===== config.mk =====
export PLATFORM = sky130hd
export DESIGN_NAME = switch_config_spi_regs
export DESIGN_NICKNAME = d
export VERILOG_FILES = /design/src/switch_config_spi_regs.v
export VERILOG_INCLUDE_DIRS = /design/src
export SDC_FILE = /design/constraint.sdc
export NUM_CORES = 1
export LEC_CHECK = 0
export BUFFER_PORTS_ARGS = -buffer_cell sky130_fd_sc_hd__buf_2
export CORE_MARGIN = 4
export CORE_UTILIZATION = 60
export CTS_CLUSTER_DIAMETER = 100
export DETAILED_ROUTE_END_ITERATION = 8
export PLACE_DENSITY = 0.91
export SETUP_SLACK_MARGIN = 0.5
export SLEW_MARGIN = 20
export SYNTH_ARGS = -nofsm -noshare
export SYNTH_HDL_FRONTEND = slang
export SYNTH_SLANG_ARGS = --single-unit
export TNS_END_PERCENT = 5

===== constraint.sdc =====
create_clock -name clk_i -period 6.61 [get_ports clk_i]
set_input_delay 0 -clock clk_i [delete_from_list [all_inputs] [get_ports clk_i]]
set_output_delay 0 -clock clk_i [all_outputs]
set_load 0.05 [all_outputs]

===== src/switch_config_defs.vh =====
/*
 * constants for the switch configuration register bank: word layout,
 * register addresses, field positions and reset values.
 * assumes inclusion by bare name from the design file.
 */
`ifndef SWITCH_CONFIG_DEFS_VH
`define SWITCH_CONFIG_DEFS_VH

`define WORD_W 16
`define CNT_W 5
`define WD_BIT 15
`define SEL_HI 14
`define SEL_LO 13
`define ADDR_HI 12
`define ADDR_LO 10
`define ZERO_BIT 9
`define DATA_HI 8

`define ADDR_STATUS 3'h0
`define ADDR_PWM 3'h1
`define ADDR_SWITCHING 3'h2
`define ADDR_FAULT 3'h3
`define ADDR_OVERCURRENT 3'h4
`define ADDR_GLOBAL 3'h5
`define ADDR_CALIB 3'h7

`define SOA_FAULT 5'h03
`define SOA_OVERCURRENT 5'h04
`define SOA_GLOBAL 5'h05
`define SOA_CALIB 5'h07

`define FAULT_RST 9'h040
`define OC_RST 9'h000
`define GLOBAL_RST 9'h000
`define CALIB_RST 9'h000

`define F_RETRY_UNLIM 6
`define F_RETRY_OFF 5
`define F_SHORT_OFF 4
`define F_ONOL_OFF 3
`define F_OFFOL_OFF 2
`define F_LED_TH 1
`define F_SENSE_HI 0

`define O_XENON_OFF 8
`define O_COOL_HI 7
`define O_COOL_LO 6
`define O_INRUSH_HI 5
`define O_INRUSH_LO 4
`define O_HI_SWAP 3
`define O_STEADY_HI 2
`define O_STEADY_LO 1
`define O_MODE 0

`define G_VDDFAIL_EN 8
`define G_PWM_EN 7
`define G_CLK_SEL 6
`define G_TEMP_EN 5
`define G_REPORT_ON 4
`define G_SENSE_HI 3
`define G_SENSE_LO 2
`define G_OV_OFF 0

`define SENSE_TRI 2'h0
`define SENSE_CURRENT 2'h1
`define SENSE_TEMP 2'h2
`define NORMAL_MODE 1'b1

`endif


===== src/switch_config_spi_regs.v =====
/*
 * spi slave and configuration register bank of a four-output
 * high-side switch: fault management, overcurrent profile, global
 * and calibration registers plus the serial return word.
 * assumes sclk, cs and si come straight from pins (asynchronous,
 * sclk well below clk_i/4), so all three are synchronised here.
 * assumes the spi master works in mode 0 and keeps cs high for at
 * least four clk_i cycles between frames.
 * the status, pwm and switching registers live elsewhere; reading
 * them back through this block returns zero data.
 */
`include "switch_config_defs.vh"

module switch_config_spi_regs (
   // clock and reset
   input wire clk_i,
   input wire rst_i,
   // spi pins
   input wire sclk_i,
   input wire chip_select_n_i,
   input wire si_i,
   output reg so_o,
   output reg so_oe_n_o,
   // per-output fault management, one bit per output
   output reg [3:0] retry_unlimited_o,
   output reg [3:0] retry_off_o,
   output reg [3:0] short_to_supply_off_o,
   output reg [3:0] on_openload_en_o,
   output reg [3:0] led_openload_threshold_o,
   output reg [3:0] off_openload_off_o,
   output reg [3:0] sense_high_ratio_o,
   // per-output overcurrent profile, packed by output
   output reg [3:0] xenon_profile_off_o,
   output reg [7:0] cooling_curve_o,
   output reg [7:0] inrush_curve_o,
   output reg [3:0] high_level_swap_o,
   output reg [7:0] steady_limit_o,
   output reg [3:0] overcurrent_mode_select_o,
   // global configuration
   output reg vddfail_failsafe_en_o,
   output reg pwm_module_en_o,
   output reg pwm_internal_clock_o,
   output reg direct_inputs_ignored_o,
   output reg [1:0] analog_sense_mode_o,
   output reg [1:0] sense_output_select_o,
   output reg overvoltage_protect_off_o,
   // calibration
   output reg [8:0] calib_data_o,
   output reg calib_start_o,
   // watchdog toggle bit of the last accepted frame
   output reg watchdog_toggle_bit_o
);

   // synchronisers: first stage read only by second
   reg [2:0] sync1_r;
   reg [2:0] sync2_r;
   reg sclk_d_r;
   reg cs_d_r;
   always @(posedge clk_i) begin
      if (rst_i) begin
         sync1_r <= 3'h1;
         sync2_r <= 3'h1;
         sclk_d_r <= 1'b0;
         cs_d_r <= 1'b1;
      end else begin
         sync1_r <= {si_i, sclk_i, chip_select_n_i};
         sync2_r <= sync1_r;
         sclk_d_r <= sync2_r[1];
         cs_d_r <= sync2_r[0];
      end
   end

   // edge detect on the synchronised copies only
   wire cs_n = sync2_r[0];
   wire si_s = sync2_r[2];
   wire sclk_rise = sync2_r[1] & ~sclk_d_r;
   wire sclk_fall = ~sync2_r[1] & sclk_d_r;
   wire cs_fall = ~cs_n & cs_d_r;
   wire cs_rise = cs_n & ~cs_d_r;

   // register storage, one fault and overcurrent entry per output
   reg [8:0] fault_r [0:3];
   reg [8:0] ocp_r [0:3];
   reg [8:0] global_r;
   reg [8:0] calib_r;
   reg [4:0] soa_r;
   reg wd_r;
   reg [15:0] rx_r;
   reg [15:0] tx_r;
   reg [`CNT_W-1:0] bitcnt_r;
   reg started_r;
   reg in_frame_r;

   // fields of the last complete word
   wire wd_in = rx_r[`WD_BIT];
   wire [1:0] sel_in = rx_r[`SEL_HI:`SEL_LO];
   wire [2:0] addr_in = rx_r[`ADDR_HI:`ADDR_LO];
   wire [8:0] data_in = rx_r[`DATA_HI:0];
   wire zero_ok = ~rx_r[`ZERO_BIT];
   wire frame_ok = started_r && (bitcnt_r == {`CNT_W{1'b0}});


   // return word picked by stored status select
   // soa_r only moves on a valid status write, so the choice persists
   reg [8:0] ret_data;
   always @* begin
      case (soa_r[2:0])
         `ADDR_FAULT: begin
            ret_data = fault_r[soa_r[4:3]];
         end
         `ADDR_OVERCURRENT: begin
            ret_data = ocp_r[soa_r[4:3]];
         end
         `ADDR_GLOBAL: begin
            ret_data = (soa_r == `SOA_GLOBAL) ? global_r : 9'h000;
         end
         `ADDR_CALIB: begin
            ret_data = (soa_r == `SOA_CALIB) ? calib_r : 9'h000;
         end
         default: begin
            // status and pwm contents are not held in this block
            ret_data = 9'h000;
         end
      endcase
   end
   wire [15:0] ret_word = {wd_r, soa_r, `NORMAL_MODE, ret_data};


   // spi shifting
   // the echo path reuses rx_r, so no separate daisy-chain buffer
   always @(posedge clk_i) begin
      if (rst_i) begin
         rx_r <= 16'h0000;
         tx_r <= 16'h0000;
         bitcnt_r <= {`CNT_W{1'b0}};
         started_r <= 1'b0;
         in_frame_r <= 1'b0;
         so_o <= 1'b0;
         so_oe_n_o <= 1'b1;
      end else if (cs_fall) begin
         tx_r <= {ret_word[14:0], 1'b0};
         so_o <= ret_word[15];
         so_oe_n_o <= 1'b0;
         bitcnt_r <= {`CNT_W{1'b0}};
         started_r <= 1'b0;
         in_frame_r <= 1'b1;
      end else if (cs_rise) begin
         so_oe_n_o <= 1'b1;
         in_frame_r <= 1'b0;
      end else if (in_frame_r && !cs_n) begin
         if (sclk_rise) begin
            // mode 0: si taken on the rising sclk edge
            rx_r <= {rx_r[14:0], si_s};
            started_r <= 1'b1;
            if (bitcnt_r == 5'd15) begin
               bitcnt_r <= {`CNT_W{1'b0}};
            end else begin
               bitcnt_r <= bitcnt_r + 5'd1;
            end
         end
         if (sclk_fall) begin
            if (bitcnt_r == {`CNT_W{1'b0}}) begin
               // rx holds bits from 16 clocks ago
               so_o <= rx_r[15];
               tx_r <= {rx_r[14:0], 1'b0};
            end else begin
               // next return bit, msb first
               so_o <= tx_r[15];
               tx_r <= {tx_r[14:0], 1'b0};
            end
         end
      end
   end


   // register writes at a valid frame end
   // a refused frame leaves select and watchdog copy untouched too
   wire commit = cs_rise && in_frame_r && frame_ok && zero_ok;
   integer k;
   always @(posedge clk_i) begin
      if (rst_i) begin
         for (k = 0; k < 4; k = k + 1) begin
            fault_r[k] <= `FAULT_RST;
            ocp_r[k] <= `OC_RST;
         end
         global_r <= `GLOBAL_RST;
         calib_r <= `CALIB_RST;
         soa_r <= 5'h00;
         wd_r <= 1'b0;
         calib_start_o <= 1'b0;
      end else begin
         calib_start_o <= 1'b0;
         if (commit) begin
            wd_r <= wd_in;
            case (addr_in)
               `ADDR_STATUS: begin
                  soa_r <= data_in[4:0];
               end
               `ADDR_FAULT: begin
                  fault_r[sel_in] <= data_in;
               end
               `ADDR_OVERCURRENT: begin
                  ocp_r[sel_in] <= data_in;
               end
               `ADDR_GLOBAL: begin
                  // global word needs select bits at zero
                  if (sel_in == 2'h0) begin
                     global_r <= data_in;
                  end
               end
               `ADDR_CALIB: begin
                  if (sel_in == 2'h0) begin
                     calib_r <= data_in;
                     calib_start_o <= 1'b1;
                  end
               end
               default: begin
                  // pwm and switching words belong elsewhere
                  soa_r <= soa_r;
               end
            endcase
         end
      end
   end


   // decoded configuration outputs, one generate entry per output
   // one extra stage keeps every output straight from a flop
   genvar g;
   generate
      for (g = 0; g < 4; g = g + 1) begin : per_out
         always @(posedge clk_i) begin
            if (rst_i) begin
               // fault reset value has the unlimited bit set
               retry_unlimited_o[g] <= 1'b1;
               retry_off_o[g] <= 1'b0;
               short_to_supply_off_o[g] <= 1'b0;
               on_openload_en_o[g] <= 1'b1;
               led_openload_threshold_o[g] <= 1'b0;
               off_openload_off_o[g] <= 1'b0;
               sense_high_ratio_o[g] <= 1'b0;
               xenon_profile_off_o[g] <= 1'b0;
               cooling_curve_o[2*g+1:2*g] <= 2'h0;
               inrush_curve_o[2*g+1:2*g] <= 2'h0;
               high_level_swap_o[g] <= 1'b0;
               steady_limit_o[2*g+1:2*g] <= 2'h0;
               overcurrent_mode_select_o[g] <= 1'b0;
            end else begin
               retry_unlimited_o[g] <= fault_r[g][`F_RETRY_UNLIM];
               retry_off_o[g] <= fault_r[g][`F_RETRY_OFF];
               short_to_supply_off_o[g] <= fault_r[g][`F_SHORT_OFF];
               on_openload_en_o[g] <= ~fault_r[g][`F_ONOL_OFF];
               led_openload_threshold_o[g] <=
                  ~fault_r[g][`F_ONOL_OFF] & fault_r[g][`F_LED_TH];
               off_openload_off_o[g] <= fault_r[g][`F_OFFOL_OFF];
               sense_high_ratio_o[g] <= fault_r[g][`F_SENSE_HI];
               xenon_profile_off_o[g] <= ocp_r[g][`O_XENON_OFF];
               cooling_curve_o[2*g+1:2*g] <=
                  ocp_r[g][`O_COOL_HI:`O_COOL_LO];
               inrush_curve_o[2*g+1:2*g] <=
                  ocp_r[g][`O_INRUSH_HI:`O_INRUSH_LO];
               high_level_swap_o[g] <= ocp_r[g][`O_HI_SWAP];
               steady_limit_o[2*g+1:2*g] <=
                  ocp_r[g][`O_STEADY_HI:`O_STEADY_LO];
               overcurrent_mode_select_o[g] <= ocp_r[g][`O_MODE];
            end
         end
      end
   endgenerate

   always @(posedge clk_i) begin
      if (rst_i) begin
         vddfail_failsafe_en_o <= 1'b0;
         pwm_module_en_o <= 1'b0;
         pwm_internal_clock_o <= 1'b0;
         direct_inputs_ignored_o <= 1'b0;
         analog_sense_mode_o <= `SENSE_TRI;
         sense_output_select_o <= 2'h0;
         overvoltage_protect_off_o <= 1'b0;
         calib_data_o <= `CALIB_RST;
         watchdog_toggle_bit_o <= 1'b0;
      end else begin
         vddfail_failsafe_en_o <= global_r[`G_VDDFAIL_EN];
         pwm_module_en_o <= global_r[`G_PWM_EN];
         direct_inputs_ignored_o <= global_r[`G_PWM_EN];
         // clock select only counts with pwm on
         pwm_internal_clock_o <= global_r[`G_PWM_EN] &
            global_r[`G_CLK_SEL];
         if (global_r[`G_REPORT_ON]) begin
            analog_sense_mode_o <= `SENSE_CURRENT;
         end else if (global_r[`G_TEMP_EN]) begin
            analog_sense_mode_o <= `SENSE_TEMP;
         end else begin
            // pin left floating by default
            analog_sense_mode_o <= `SENSE_TRI;
         end
         sense_output_select_o <= global_r[`G_SENSE_HI:`G_SENSE_LO];
         overvoltage_protect_off_o <= global_r[`G_OV_OFF];
         calib_data_o <= calib_r;
         watchdog_toggle_bit_o <= wd_r;
      end
   end

endmodule


== After elaboration in Yosys (flattened, before gate mapping) ==
Memories as Yosys holds them, arrays and structs flattened. A register that Yosys moved wholly into a read port is not among the register bits.
Index checks and enable logic that the tools add are counted.
Operators by class
  add/subtract/negate cells: 1
  bitwise gates (word level): 22
  mux-type cells: 41
  equal/unequal tests: 12
  reduce and logical (&&, ||, !) cells: 24
Operators by type and width (count)
  $mux W16: 5
  $mux W9: 4
  $pmux W9 S4: 1
  $mux W1: 23
  $eq A3 B3 Y1 const B: 6
  $reduce_or A9 Y1: 2
  $reduce_and A3 Y1: 5
  $mux W2: 7
  $not A1 Y1: 13
  $eq A5 B3 Y1 const B: 2
  $and A1 B1 Y1: 9
  $eq A3 B2 Y1 const B: 2
  $reduce_bool A2 Y1: 3
  $add A5 B1 Y5 const B: 1
  $eq A5 B4 Y1 const B: 1
  $logic_and A1 B1 Y1: 5
  $logic_not A5 Y1: 1
  $mux W5: 1
  $reduce_and A4 Y1: 1
  $reduce_or A2 Y1: 2
  $logic_not A3 Y1: 1
  $reduce_or A3 Y1: 1
  $logic_not A2 Y1: 1
  $ne A2 B2 Y1 const B: 1
  other kinds (2): 2
Storage, ports and cells
  input bits: 5
  memories: 2
  word-level logic and storage cells: 156
  bits in writable memories: 72
  bits in registers: 120
Memories
  fault_r: words 4, width 9, rd ports 5, clocked after memory_dff 1, wr ports 4, RTL line switch_config_spi_regs.v:82  | reg [8:0] fault_r [0:3];
  ocp_r: words 4, width 9, rd ports 5, clocked after memory_dff 5, wr ports 4, RTL line switch_config_spi_regs.v:83  | reg [8:0] ocp_r [0:3];

== Logic depth before layout (Yosys ltp) ==
Gate-level depths: netlist of the first run.
  depth after elaboration: 10
  gate-level depth with buffers: 8

== Worst setup path after synthesis of the first run ==
Ideal clock, no wire load.
  kind: reg-to-reg
  start: reg sync2_r[0]
  end: mem ocp_r[1][0] (enable)
  setup slack: 4332 ps
  arrival time: 1947 ps
  buffers on the path: 1
  stages on the path, launching flop included: 7
  path through: dfxtp_1 ha_1 and4b_1 clkbuf_1 nand2_1 nor4b_1 a21o_1
RTL lines
  start, declared: RTL line switch_config_spi_regs.v:56  | reg [2:0] sync2_r;
  start signal, assigned: RTL line switch_config_spi_regs.v:67  | sync2_r <= sync1_r;
  end, declared: RTL line switch_config_spi_regs.v:83

==> impl_summary.log, run 1 <==
[metrics] worst setup path startpoint: bitcnt_r[0]
[metrics] leakage dissipation: 4.13 nW
[metrics] startpoint of the lowest-slack register-to-register path: bitcnt_r[0]
[metrics] CP endpoint kind: flip-flop
[metrics] initial antenna violation count: 0
[metrics] max-slew violation count: 0
[metrics] post-placement setup slack: slightly below 4 ns
[metrics] Hold Path Origin: chip_select_n_i
[metrics] Final #Nets: 839
[metrics] outcome: finished, final reports clean
[metrics] aggregate routed wire length: between 15 and 20 mm
[metrics] count of final hold-check violations: 0
[metrics] growth of design area from synthesis to finish: 14.9%
[metrics] Avg Vias per Cell: just under 6
[metrics] Antenna Cells: 0
[metrics] CTS Buf Count: 23
[metrics] Starting DRT DRC Count: 564
[metrics] Port Buf Inserts: 90
[metrics] router iterations before antenna repair: 5
[metrics] Max H-tree Level: 1
[metrics] combined area of all synthesized cells: just under 0.009 mm2
[metrics] Peak supply drop: approximately 0.16 mV
[metrics] wire length of the first global-routing pass: between 30 and 40 mm
[metrics] Clock Skews: between 0.015 and 0.02 ns
[metrics] global-route usage over all layers: 23.0%
[metrics] transition time at the pin with the least slew margin: 0.959 ns
[metrics] end point of the critical path: ocp_r[0][1]
[metrics] Final period util: between 40 and 50%
[metrics] clock latency on the worst-skew pair: around 0.52 ns
[metrics] number of synthesized flops with an enable pin: around 70
[metrics] critical path startpoint category: flip-flop
[metrics] r2r worst-path depth: 7
[metrics] Post-CTS Setup Bufs: 0
[metrics] part of the Yosys area used for sequential elements: roughly 60%
[metrics] vias in the first global route: 5,794
[metrics] count of endpoints failing setup in the final report: 0
[metrics] Detailed Place HPWL: around 12 mm
[metrics] destination of the worst register-to-register timing path: ocp_r[0][1]
[metrics] worst relative slew slack: a little over a third
[metrics] Netlist cell types: 51
[metrics] path class of the lowest-slack min-delay path: primary input to flip-flop
[metrics] worst reg2reg setup slack: roughly 3.8 ns
[metrics] maximum clock frequency: around 0.36 GHz
[metrics] final routed DRC violation total: 0
[metrics] maximum number of pins on one net before global-route repair: about 100
[metrics] num rows: between 40 and 50
[metrics] cells after synthesis: 766
[metrics] routed length per instance: 18.8 um
[metrics] Data arrival, critical path: ~3.0 ns
[metrics] CTS tree: done
[metrics] area of the die: about 0.017 mm2
[metrics] worst-case setup margin in the final layout: approximately 3.8 ns
[metrics] effective utilization at floorplan: slightly above 60%
[metrics] final antenna-violating net count: 0
[metrics] die height: 129 um
[metrics] Clock Sinks: 229
[metrics] final critical path time including I/O delays and setup: roughly 2.8 ns
[metrics] top-level I/O count: slightly above 90
[metrics] Setup Crit Path Kind: flip-flop to flip-flop
[metrics] power per standard cell area: slightly below 300 mW/mm2
[metrics] setup repair after global routing missed its margin: no
[metrics] Async SR Flop Fraction: 0%
[metrics] setup_tns: 0 ns
[metrics] clock root buffer master: sky130_fd_sc_hd__clkbuf_16
[metrics] DR vias: around 6,000
[metrics] Max Cap Viol: 0
[metrics] Max FO, Critical Path: 13
[metrics] Mapped Nets: 776
[metrics] Max Root-Sink Buffers: 3
[metrics] commonest cells after routing, fill and taps aside: sky130_fd_sc_hd__dfxtp_1, sky130_fd_sc_hd__buf_2, sky130_fd_sc_hd__nor2b_1
[metrics] width of the chip: 129 um
[metrics] primary flip-flop cell chosen by synthesis mapping: sky130_fd_sc_hd__dfxtp_1
[metrics] ratio of cells with drive above 1 in the final layout: about a fifth
[metrics] Placeable Area: around 0.014 mm2
[metrics] final global-route overflow total: 0
[metrics] number of storage elements in the synthesis netlist: 229
[metrics] clock-pin slew on the worst setup and hold paths: ~0.060 ns
[metrics] required time of the worst setup path: around 6.8 ns
[metrics] RD Place Congestion: just under 0.9
[metrics] leading cell type in the layout, fill and taps excluded: sky130_fd_sc_hd__dfxtp_1
[metrics] Yosys Warn Count: 0
[metrics] mean area per synthesized cell: 11.5 um2
[critical path: stages, from the launching register on]
cell                      delay, ns
sky130_fd_sc_hd__dfxtp_1       0.34
sky130_fd_sc_hd__inv_1         0.07
sky130_fd_sc_hd__ha_1          0.16
sky130_fd_sc_hd__nor4b_2       0.23
sky130_fd_sc_hd__buf_4         0.24
sky130_fd_sc_hd__nand2_1       0.23
sky130_fd_sc_hd__nor4b_1       0.70
sky130_fd_sc_hd__a21o_1        0.50
[sequential cells by signal, indices dropped and copies added (netlist names), 9 cells and up, named ones only]
signal / count
tx_r: 15
calib_data_o: 9
ocp_r: 36
fault_r: 36
rx_r: 16
calib_r: 9
global_r: 9
[cell families after synthesis]
logic type,synth area share [%]
AOI/OAI and AO/OA,6.51
xor gates and xnor gates,0.299
adders and majority gates,0.711
buffers and inverters,3.04
DFF,60.3
muxes,8.59
and+or+nand+nor,20.6
[worst min-delay path by stage]
stage | to | slack, ns | cells past startpoint
after floorplan | sync1_r[0] | 0.10 | 1
after global placement | sync1_r[0] | 0.19 | 2
after detailed placement | sync1_r[0] | 0.19 | 2
after CTS | sync1_r[0] | 0.20 | 3
after global routing | sync1_r[0] | 0.23 | 3
final | sync1_r[0] | 0.21 | 3
[metal layers]
layer,share of wire [%],GRT usage [%]
met1,39,30.0
met2,49,38.8
met3,8.9,4.20
met4,2.8,7.84
met5,0,0
[cells in the mapped netlist (2+ instances only)]
cell type                  number  area share [%]
sky130_fd_sc_hd__nand3_1       28             1.6
sky130_fd_sc_hd__and2_1        48             3.4
sky130_fd_sc_hd__o21ai_0       10            0.57
sky130_fd_sc_hd__or4b_1         2            0.23
sky130_fd_sc_hd__buf_2          3            0.17
sky130_fd_sc_hd__nand4_1        4            0.28
sky130_fd_sc_hd__nor3_1         5            0.28
sky130_fd_sc_hd__mux2i_1       26             3.0
sky130_fd_sc_hd__nand2_1       38             1.6
sky130_fd_sc_hd__a21oi_1       43             2.4
sky130_fd_sc_hd__ha_1           5            0.71
sky130_fd_sc_hd__xor2_1         2            0.20
sky130_fd_sc_hd__nand3b_1      10            0.85
sky130_fd_sc_hd__and3_1        25             1.8
sky130_fd_sc_hd__mux2_2         8             1.0
sky130_fd_sc_hd__nand2b_1       7            0.50
sky130_fd_sc_hd__clkbuf_1      50             2.1
sky130_fd_sc_hd__or2_2          7            0.50
sky130_fd_sc_hd__buf_1          6            0.26
sky130_fd_sc_hd__a22o_1         9            0.90
sky130_fd_sc_hd__nor2b_1       76             5.4
sky130_fd_sc_hd__inv_1          5            0.21
sky130_fd_sc_hd__a21o_1         7            0.60
sky130_fd_sc_hd__dfxtp_1      157              36
sky130_fd_sc_hd__a31o_2         2            0.20
sky130_fd_sc_hd__edfxtp_1      72              25
sky130_fd_sc_hd__buf_4          2            0.17
sky130_fd_sc_hd__a211oi_1       9            0.77
sky130_fd_sc_hd__nor2_1        48             2.0
sky130_fd_sc_hd__a311o_1        6            0.68
sky130_fd_sc_hd__nor3b_1        9            0.77
sky130_fd_sc_hd__mux4_2        18             4.6
[timing repair]
action,4_1_cts,5_1_grt
endpoints found under the hold margin,16,0
gates resized for setup,0,0
hold buffers,6,0
[layout make-up]
cell class,count,area [um2]
flip-flops and latches,229,5310
clock inverters,16,183
repair buffers,100,543
multi-input cells,469,3240
inverters,6,22.5
clock buffers,26,587
fillers,939,4370
well taps,184,230
[power breakdown]
part	total (mW)	switching [mW]	internal, mW
sequential	1.50	0.0149	1.48
clock	1.31	0.545	0.768
combinational	0.124	0.0925	0.0319
[through the flow]
| stage | util, % | hold WS (ns) | instances | power, mW | area (um2) |
|---|---|---|---|---|---|
| after floorplan | - | 0.104 | 766 | 1.62 | 8800 |
| after detailed placement | 64.1 | 0.192 | 982 | 1.65 | 9280 |
| final | 69.8 | 0.208 | 1030 | 2.93 | 10100 |
| after CTS | 69.8 | 0.199 | 1030 | 2.95 | 10100 |
| after global placement | 64.1 | 0.188 | 982 | 1.64 | 9280 |
| after global routing | 69.8 | 0.225 | 1030 | 3.02 | 10100 |
Note: power is estimated with default switching activity, not from simulation.
==> inputs of run 2 (changes only) <==
--- a/config.mk
+++ b/config.mk
@@ -8,10 +8,10 @@
 export LEC_CHECK = 0
 export BUFFER_PORTS_ARGS = -buffer_cell sky130_fd_sc_hd__buf_2
 export CORE_MARGIN = 4
-export CORE_UTILIZATION = 60
+export CORE_UTILIZATION = 58
 export CTS_CLUSTER_DIAMETER = 100
 export DETAILED_ROUTE_END_ITERATION = 8
-export PLACE_DENSITY = 0.91
+export PLACE_DENSITY = 0.89
 export SETUP_SLACK_MARGIN = 0.5
 export SLEW_MARGIN = 20
 export SYNTH_ARGS = -nofsm -noshare
==> constraint.sdc (replaced) <==
create_clock -name clk_i -period 2.65 [get_ports clk_i]
set_input_delay 0 -clock clk_i [delete_from_list [all_inputs] [get_ports clk_i]]
set_output_delay 0 -clock clk_i [all_outputs]
set_load 0.05 [all_outputs]
==> impl_summary.log, run 2 (same netlist as run 1, synthesis figures left out) <==
[metrics] outcome: finished, final reports clean
[metrics] CP endpoint kind: flip-flop
[metrics] Psw: 1.56 mW (+140%)
[metrics] Avg Vias per Cell: 5.91 (+1.2%)
[metrics] count of final hold-check violations: 0 (unchanged)
[metrics] setup repair after global routing missed its margin: yes
[metrics] met2 layer usage reported by global route: 40.0% (+1.1 points)
[metrics] maximum clock frequency: 0.427 GHz (+20%)
[metrics] effective utilization at floorplan: 59.9% (-0.91 points)
[metrics] die height: 131 um (+1.6%)
[metrics] Antenna Cells: 0 (unchanged)
[metrics] global-route usage over all layers: 23.0% (+0.051 points)
[metrics] sequential share of power: 51.6% (+0.6 points)
[metrics] routed length per instance: 19.9 um (+6.3%)
[metrics] count of endpoints failing setup in the final report: 0 (unchanged)
[metrics] maximum number of pins on one net before global-route repair: 65 (-37%)
[metrics] leakage dissipation: 4.23 nW (+2.6%)
[metrics] wire length of the first global-routing pass: 32.2 mm (+6.5%)
[metrics] final global-route overflow total: 0 (unchanged)
[metrics] clock latency on the worst-skew pair: 0.51 ns (about the same)
[metrics] power per standard cell area: 698 mW/mm2 (+140%)
[metrics] Clock Sinks: 229 (unchanged)
[metrics] GR Layer Usage met3: 4.20% (about the same)
[metrics] final cell utilization of the core: 70.4% (+0.59 points)
[metrics] layer with the highest usage: met2
[metrics] Max Cap Viol: 0 (unchanged)
[metrics] aggregate routed wire length: 20.9 mm (+8.3%)
[metrics] Max H-tree Level: 1 (unchanged)
[metrics] DR vias: 6,200 (+3.1%)
[metrics] clock-pin slew on the worst setup and hold paths: 0.06 ns (about the same)
[metrics] path class of the lowest-slack min-delay path: primary input to flip-flop
[metrics] Port Buf Inserts: 90 (unchanged)
[metrics] Worst Hold Slack: 0.224 ns (+0.0159 ns)
[metrics] num rows: 44 (unchanged)
[metrics] Placeable Area: 0.0147 mm2 (+1.5%)
[metrics] Clock Skews: 0.00952 ns (-0.0101 ns)
[metrics] vias in the first global route: 5,979 (+3.2%)
[metrics] Detailed Place HPWL: 12.5 mm (+3.7%)
[metrics] ratio of cells with drive above 1 in the final layout: 23.9% (+3.2 points)
[metrics] Largest regs: fault_r: 36 flops, ocp_r: 36 flops, rx_r: 16 flops
[metrics] internal portion of total power: 5.67 mW (+150%)
[metrics] top-level I/O count: 91 (unchanged)
[metrics] Final #Nets: 859 (+2.4%)
[metrics] Setup Crit Path Kind: flip-flop to flip-flop
[metrics] final critical path time including I/O delays and setup: 2.34 ns (-0.474 ns)
[metrics] commonest cells after routing, fill and taps aside: sky130_fd_sc_hd__dfxtp_1, sky130_fd_sc_hd__buf_2, sky130_fd_sc_hd__nor2b_1
[metrics] initial antenna violation count: 0 (unchanged)
[metrics] width of the chip: 131 um (+1.6%)
[metrics] critical path startpoint category: flip-flop
[metrics] Max Root-Sink Buffers: 3 (unchanged)
[metrics] RD Place Congestion: 0.897 (+2.3%)
[metrics] leading cell type in the layout, fill and taps excluded: sky130_fd_sc_hd__dfxtp_1
[metrics] final antenna-violating net count: 0 (unchanged)
[metrics] worst reg2reg setup slack: 0.31 ns (-3.49 ns)
[metrics] combinational cell fraction of total power: 4.4% (+0.2 points)
[metrics] CTS Buf Count: 23 (unchanged)
[metrics] required time of the worst setup path: 3.01 ns (-3.75 ns)
[metrics] fraction of power spent switching nets: 21.6% (-0.65 points)
[metrics] Final period util: 88.4% (+46 points)
[metrics] transition time at the pin with the least slew margin: 0.693 ns (-0.266 ns)
[metrics] area of the die: 0.0172 mm2 (+3.2%)
[metrics] Starting DRT DRC Count: 581 (+3.0%)
[metrics] setup_tns: 0 ns (unchanged)
[metrics] clock root buffer master: sky130_fd_sc_hd__clkbuf_16
[metrics] max-slew violation count: 0 (unchanged)
[metrics] met1 usage: 28.6% (-1.4 points)
[metrics] Max FO, Critical Path: 20 (+7)
[metrics] CTS tree: done
[metrics] growth of design area from synthesis to finish: 17.6%
[metrics] worst relative slew slack: 53.6% (+18 points)
[metrics] final routed DRC violation total: 0 (unchanged)
[metrics] share of total power in the clock network: 44.0% (-0.8 points)
[metrics] Data arrival, critical path: 2.70 ns (-0.27 ns)
[metrics] router iterations before antenna repair: 5 (unchanged)
[metrics] Peak supply drop: 0.505 mV (+210%)
run 2: final timing paths:
| path | start | to | cells past startpoint |
|---|---|---|---|
| worst max-delay path | rx_r[11] | fault_r[2][5] | 5 |
| worst min-delay path | chip_select_n_i | sync1_r[0] | 3 |
| worst max register to register | rx_r[11] | fault_r[2][5] | 5 |
| worst min register to register | sync1_r[0] | sync2_r[0] | 1 |
run 2: routing by layer:
layer  part of all wire [%]  up-vias
met4                    3.4        0
met3                    8.6       59
met2                     49      292
li1                       -     2835
met1                     39     3014
met5                      0        -
run 2: power by group through the flow:
| stage | logic (mW) | registers, mW | clock network (mW) |
|---|---|---|---|
| 6_report | 0.321 | 3.73 | 3.18 |
| 5_1_grt | 0.341 | 3.73 | 3.35 |
| 4_1_cts | 0.318 | 3.73 | 3.21 |
| 3_5_place_dp | 0.309 | 3.80 | 0 |
| 3_3_place_gp | 0.303 | 3.80 | 0 |
| 2_1_floorplan | 0.122 | 3.91 | 0 |
run 2: per-stage QoR:
step / total power, mW / instance area, um2 / setup WS (ns) / cells
floorplan: 4.03 / 8810 / 0.520 / 766
detailed placement: 4.11 / 9450 / 0.195 / 1003
CTS: 7.25 / 10300 / 0.402 / 1048
finish: 7.23 / 10400 / 0.308 / 1049
global route: 7.42 / 10400 / 0.315 / 1049
global placement: 4.10 / 9450 / 0.344 / 1003
run 2: area by class of cell:
| class | instances | area (um2) |
|---|---|---|
| Timing Repair Buffer | 120 | 701 |
| Clock inverter | 7 | 61.3 |
| Multi-Input combinational cell | 469 | 3340 |
| Inverter | 6 | 22.5 |
| Fill cell | 972 | 4350 |
| Clock buffer | 34 | 688 |
| Tap cell | 184 | 230 |
| Sequential cell | 229 | 5310 |
run 2: what timing repair did:
item / CTS / global route
hold endpoints to repair: 37 / 0
hold buffers: 4 / 0
endpoints found under the setup margin: 113 / 120
buffers inserted: 0 / 1
gates resized for setup: 11 / 13
pin swaps: 0 / 1
run 2: critical path: stages, from the launching register on:
cell and delay (ns):
sky130_fd_sc_hd__dfxtp_1 0.61, sky130_fd_sc_hd__nand2_1 0.34, sky130_fd_sc_hd__or3_1 0.49, sky130_fd_sc_hd__nor2_2 0.28, sky130_fd_sc_hd__buf_4 0.27, sky130_fd_sc_hd__and3_1 0.21
==> inputs of run 3 (changes only) <==
--- a/config.mk
+++ b/config.mk
@@ -8,10 +8,11 @@
 export LEC_CHECK = 0
 export BUFFER_PORTS_ARGS = -buffer_cell sky130_fd_sc_hd__buf_2
 export CORE_MARGIN = 4
-export CORE_UTILIZATION = 58
+export CORE_UTILIZATION = 39
 export CTS_CLUSTER_DIAMETER = 100
 export DETAILED_ROUTE_END_ITERATION = 8
-export PLACE_DENSITY = 0.89
+export PLACE_DENSITY = 0.67
+export RECOVER_POWER = 100
 export SETUP_SLACK_MARGIN = 0.5
 export SLEW_MARGIN = 20
 export SYNTH_ARGS = -nofsm -noshare
==> impl_summary.log, run 3 (same netlist as run 1, synthesis figures left out) <==
[metrics] GR Layer Usage met3: 2.84% (-1.4 points)
[metrics] highest cell delay on the worst timing path: 0.42 ns (-0.19 ns)
[metrics] Max FO, Critical Path: 9 (-55%)
[metrics] Starting DRT DRC Count: 466 (-20%)
[metrics] final antenna-violating net count: 0 (unchanged)
[metrics] Largest regs: fault_r: 36 flops, ocp_r: 36 flops, rx_r: 16 flops
[metrics] vias in the first global route: 5,473 (-8.5%)
[metrics] Max H-tree Level: 1 (unchanged)
[metrics] router iterations before antenna repair: 5 (unchanged)
[metrics] startpoint of the lowest-slack register-to-register path: sync2_r[0]
[metrics] final routed DRC violation total: 0 (unchanged)
[metrics] CTS Buf Count: 24 (+4.3%)
[metrics] commonest cells after routing, fill and taps aside: sky130_fd_sc_hd__dfxtp_1, sky130_fd_sc_hd__clkbuf_1, sky130_fd_sc_hd__nor2b_1
[metrics] DR vias: 5,847 (-5.7%)
[metrics] required time of the worst setup path: 2.83 ns (-0.18 ns)
[metrics] RD Place Congestion: 0.836 (-6.8%)
[metrics] met2 layer usage reported by global route: 25.5% (-14 points)
[metrics] clock latency on the worst-skew pair: 0.51 ns (about the same)
[metrics] outcome: finished, final reports clean
[metrics] final std cells w/o fill: 1,152 (+9.8%)
[metrics] Clock Skews: 0.00670 ns (-0.00281 ns)
[metrics] width of the chip: 158 um (+21%)
[metrics] maximum number of pins on one net before global-route repair: 62 (-4.6%)
[metrics] aggregate routed wire length: 19.8 mm (-5.2%)
[metrics] Max Cap Viol: 0 (unchanged)
[metrics] initial antenna violation count: 0 (unchanged)
[metrics] area of the multi-input gates: 0.00331 mm2 (-0.86%)
[metrics] final critical path time including I/O delays and setup: 2.26 ns (-0.0793 ns)
[metrics] Setup Crit Path Kind: flip-flop to flip-flop
[metrics] power per standard cell area: 720 mW/mm2 (+3.1%)
[metrics] final global-route overflow total: 0 (unchanged)
[metrics] filler cell count in the final layout: 2,015 (+110%)
[metrics] critical path startpoint category: flip-flop
[metrics] CP max stage cell: sky130_fd_sc_hd__dfxtp_1
[metrics] growth of design area from synthesis to finish: 18.1%
[metrics] area of the die: 0.0250 mm2 (+45%)
[metrics] Avg Vias per Cell: 5.08 (-14%)
[metrics] wire length of the first global-routing pass: 30.5 mm (-5.4%)
[metrics] leakage dissipation: 3.93 nW (-7.1%)
[metrics] maximum clock frequency: 0.442 GHz (+3.5%)
[metrics] Detailed Place HPWL: 13.0 mm (+3.4%)
[metrics] Worst Hold Slack: 0.210 ns (-0.0143 ns)
[metrics] destination of the worst register-to-register timing path: ocp_r[3][8]
[metrics] Clock Sinks: 229 (unchanged)
[metrics] post-route standard cell area excluding fillers: 0.0104 mm2 (+0.39%)
[metrics] total placed instance area: 0.00959 mm2 (+1.5%)
[metrics] max-slew violation count: 0 (unchanged)
[metrics] met1 usage: 21.2% (-7.4 points)
[metrics] storage element area: 0.00531 mm2 (about the same)
[metrics] Final period util: 85.4% (-3.0 points)
[metrics] Max Root-Sink Buffers: 3 (unchanged)
[metrics] worst relative slew slack: 28.8% (-25 points)
[metrics] path class of the lowest-slack min-delay path: primary input to flip-flop
[metrics] Post-CTS Setup Bufs: 0 (unchanged)
[metrics] layer with the highest usage: met2
[metrics] setup_tns: 0 ns (unchanged)
[metrics] count of endpoints failing setup in the final report: 0 (unchanged)
[metrics] global-route usage over all layers: 15.4% (-7.6 points)
[metrics] Placed Cells: 1,103 (+10%)
[metrics] leading cell type in the layout, fill and taps excluded: sky130_fd_sc_hd__dfxtp_1
[metrics] setup repair after global routing missed its margin: yes
[metrics] end point of the critical path: ocp_r[3][8]
[metrics] r2r worst-path depth: 5 (unchanged)
[metrics] worst setup path startpoint: sync2_r[0]
[metrics] die height: 158 um (+21%)
[metrics] series of cell instances along the critical path: ha_1 > and4b_1 > nand2_4 > nor4b_4 > a31o_1
[metrics] Final #Nets: 864 (+0.58%)
[metrics] Peak supply drop: 0.374 mV (-26%)
[metrics] num rows: 54 (+23%)
[metrics] number of buffers and inverters on the critical path: 0 (-1)
[metrics] Antenna Cells: 0 (unchanged)
[metrics] Port Buf Inserts: 90 (unchanged)
[metrics] CTS tree: done
[metrics] transition time at the pin with the least slew margin: 1.07 ns (+0.374 ns)
[metrics] count of final hold-check violations: 0 (unchanged)
[metrics] Placeable Area: 0.0220 mm2 (+50%)
[metrics] effective utilization at floorplan: 40.0% (-20 points)
[metrics] top cell family by delay on the critical path: simple AND/OR/NAND/NOR gates
[metrics] top-level I/O count: 91 (unchanged)
[metrics] clock root buffer master: sky130_fd_sc_hd__clkbuf_16
[metrics] CP endpoint kind: flip-flop
[metrics] Data arrival, critical path: 2.45 ns (-0.25 ns)
[metrics] worst reg2reg setup slack: 0.39 ns (+0.08 ns)
[metrics] number of cells on the critical path: 5 (unchanged)
[metrics] ratio of cells with drive above 1 in the final layout: 12.7% (-11 points)
[metrics] clock-pin slew on the worst setup and hold paths: 0.06 ns (about the same)
[metrics] routed length per instance: 17.2 um (-14%)
-- run 3: metrics by stage --
stage | power, mW | util (%) | setup WS (ns)
after floorplan | 4.03 | - | 0.520
after global placement | 4.11 | 43.5 | 0.278
after detailed placement | 4.11 | 43.5 | 0.235
after CTS | 7.57 | 47.6 | 0.437
after global routing | 7.74 | 47.2 | 0.208
final | 7.48 | 47.2 | 0.388
-- run 3: worst register-to-register path, stage by stage (launching register included) --
cell,delay [ns]
sky130_fd_sc_hd__dfxtp_1,0.42
sky130_fd_sc_hd__ha_1,0.22
sky130_fd_sc_hd__and4b_1,0.33
sky130_fd_sc_hd__nand2_4,0.15
sky130_fd_sc_hd__nor4b_4,0.42
sky130_fd_sc_hd__a31o_1,0.39
-- run 3: worst min-delay path by stage --
stage / depth (start not counted) / startpoint / to / slack, ns
detailed placement: 2 / chip_select_n_i / sync1_r[0] / 0.20
CTS: 3 / chip_select_n_i / sync1_r[0] / 0.20
floorplan: 1 / chip_select_n_i / sync1_r[0] / 0.10
finish: 3 / chip_select_n_i / sync1_r[0] / 0.21
global route: 3 / chip_select_n_i / sync1_r[0] / 0.22
global placement: 2 / chip_select_n_i / sync1_r[0] / 0.20
-- run 3: layout make-up --
| class | count | area share [%] |
|---|---|---|
| Sequential cell | 229 | 51.0 |
| Clock inverter | 7 | 0.831 |
| Timing Repair Buffer | 123 | 5.51 |
| Inverter | 6 | 0.217 |
| Tap cell | 280 | 3.37 |
| Clock buffer | 37 | 7.14 |
| Multi-Input combinational cell | 470 | 31.9 |
-- run 3: per-layer routing --
metal	vias to the layer above	share of wire (%)
met3	30	6.6
li1	2856	-
met1	2778	45
met5	-	0
met4	0	2.0
met2	183	46
-- run 3: report_power, final --
part           switching [mW]  internal, mW  total, mW  leakage, nW
clock network            1.33          2.12       3.45        0.412
logic                   0.233        0.0727      0.305         1.51
registers              0.0353          3.69       3.73         2.01
total                    1.60          5.89       7.48         3.93
-- run 3: repair_timing --
action	4_1_cts	5_1_grt
gates resized for setup	8	13
endpoints found under the setup margin	81	90
cloned	0	1
endpoints found under the hold margin	27	0
pin swaps	0	3
hold buffers	4	0
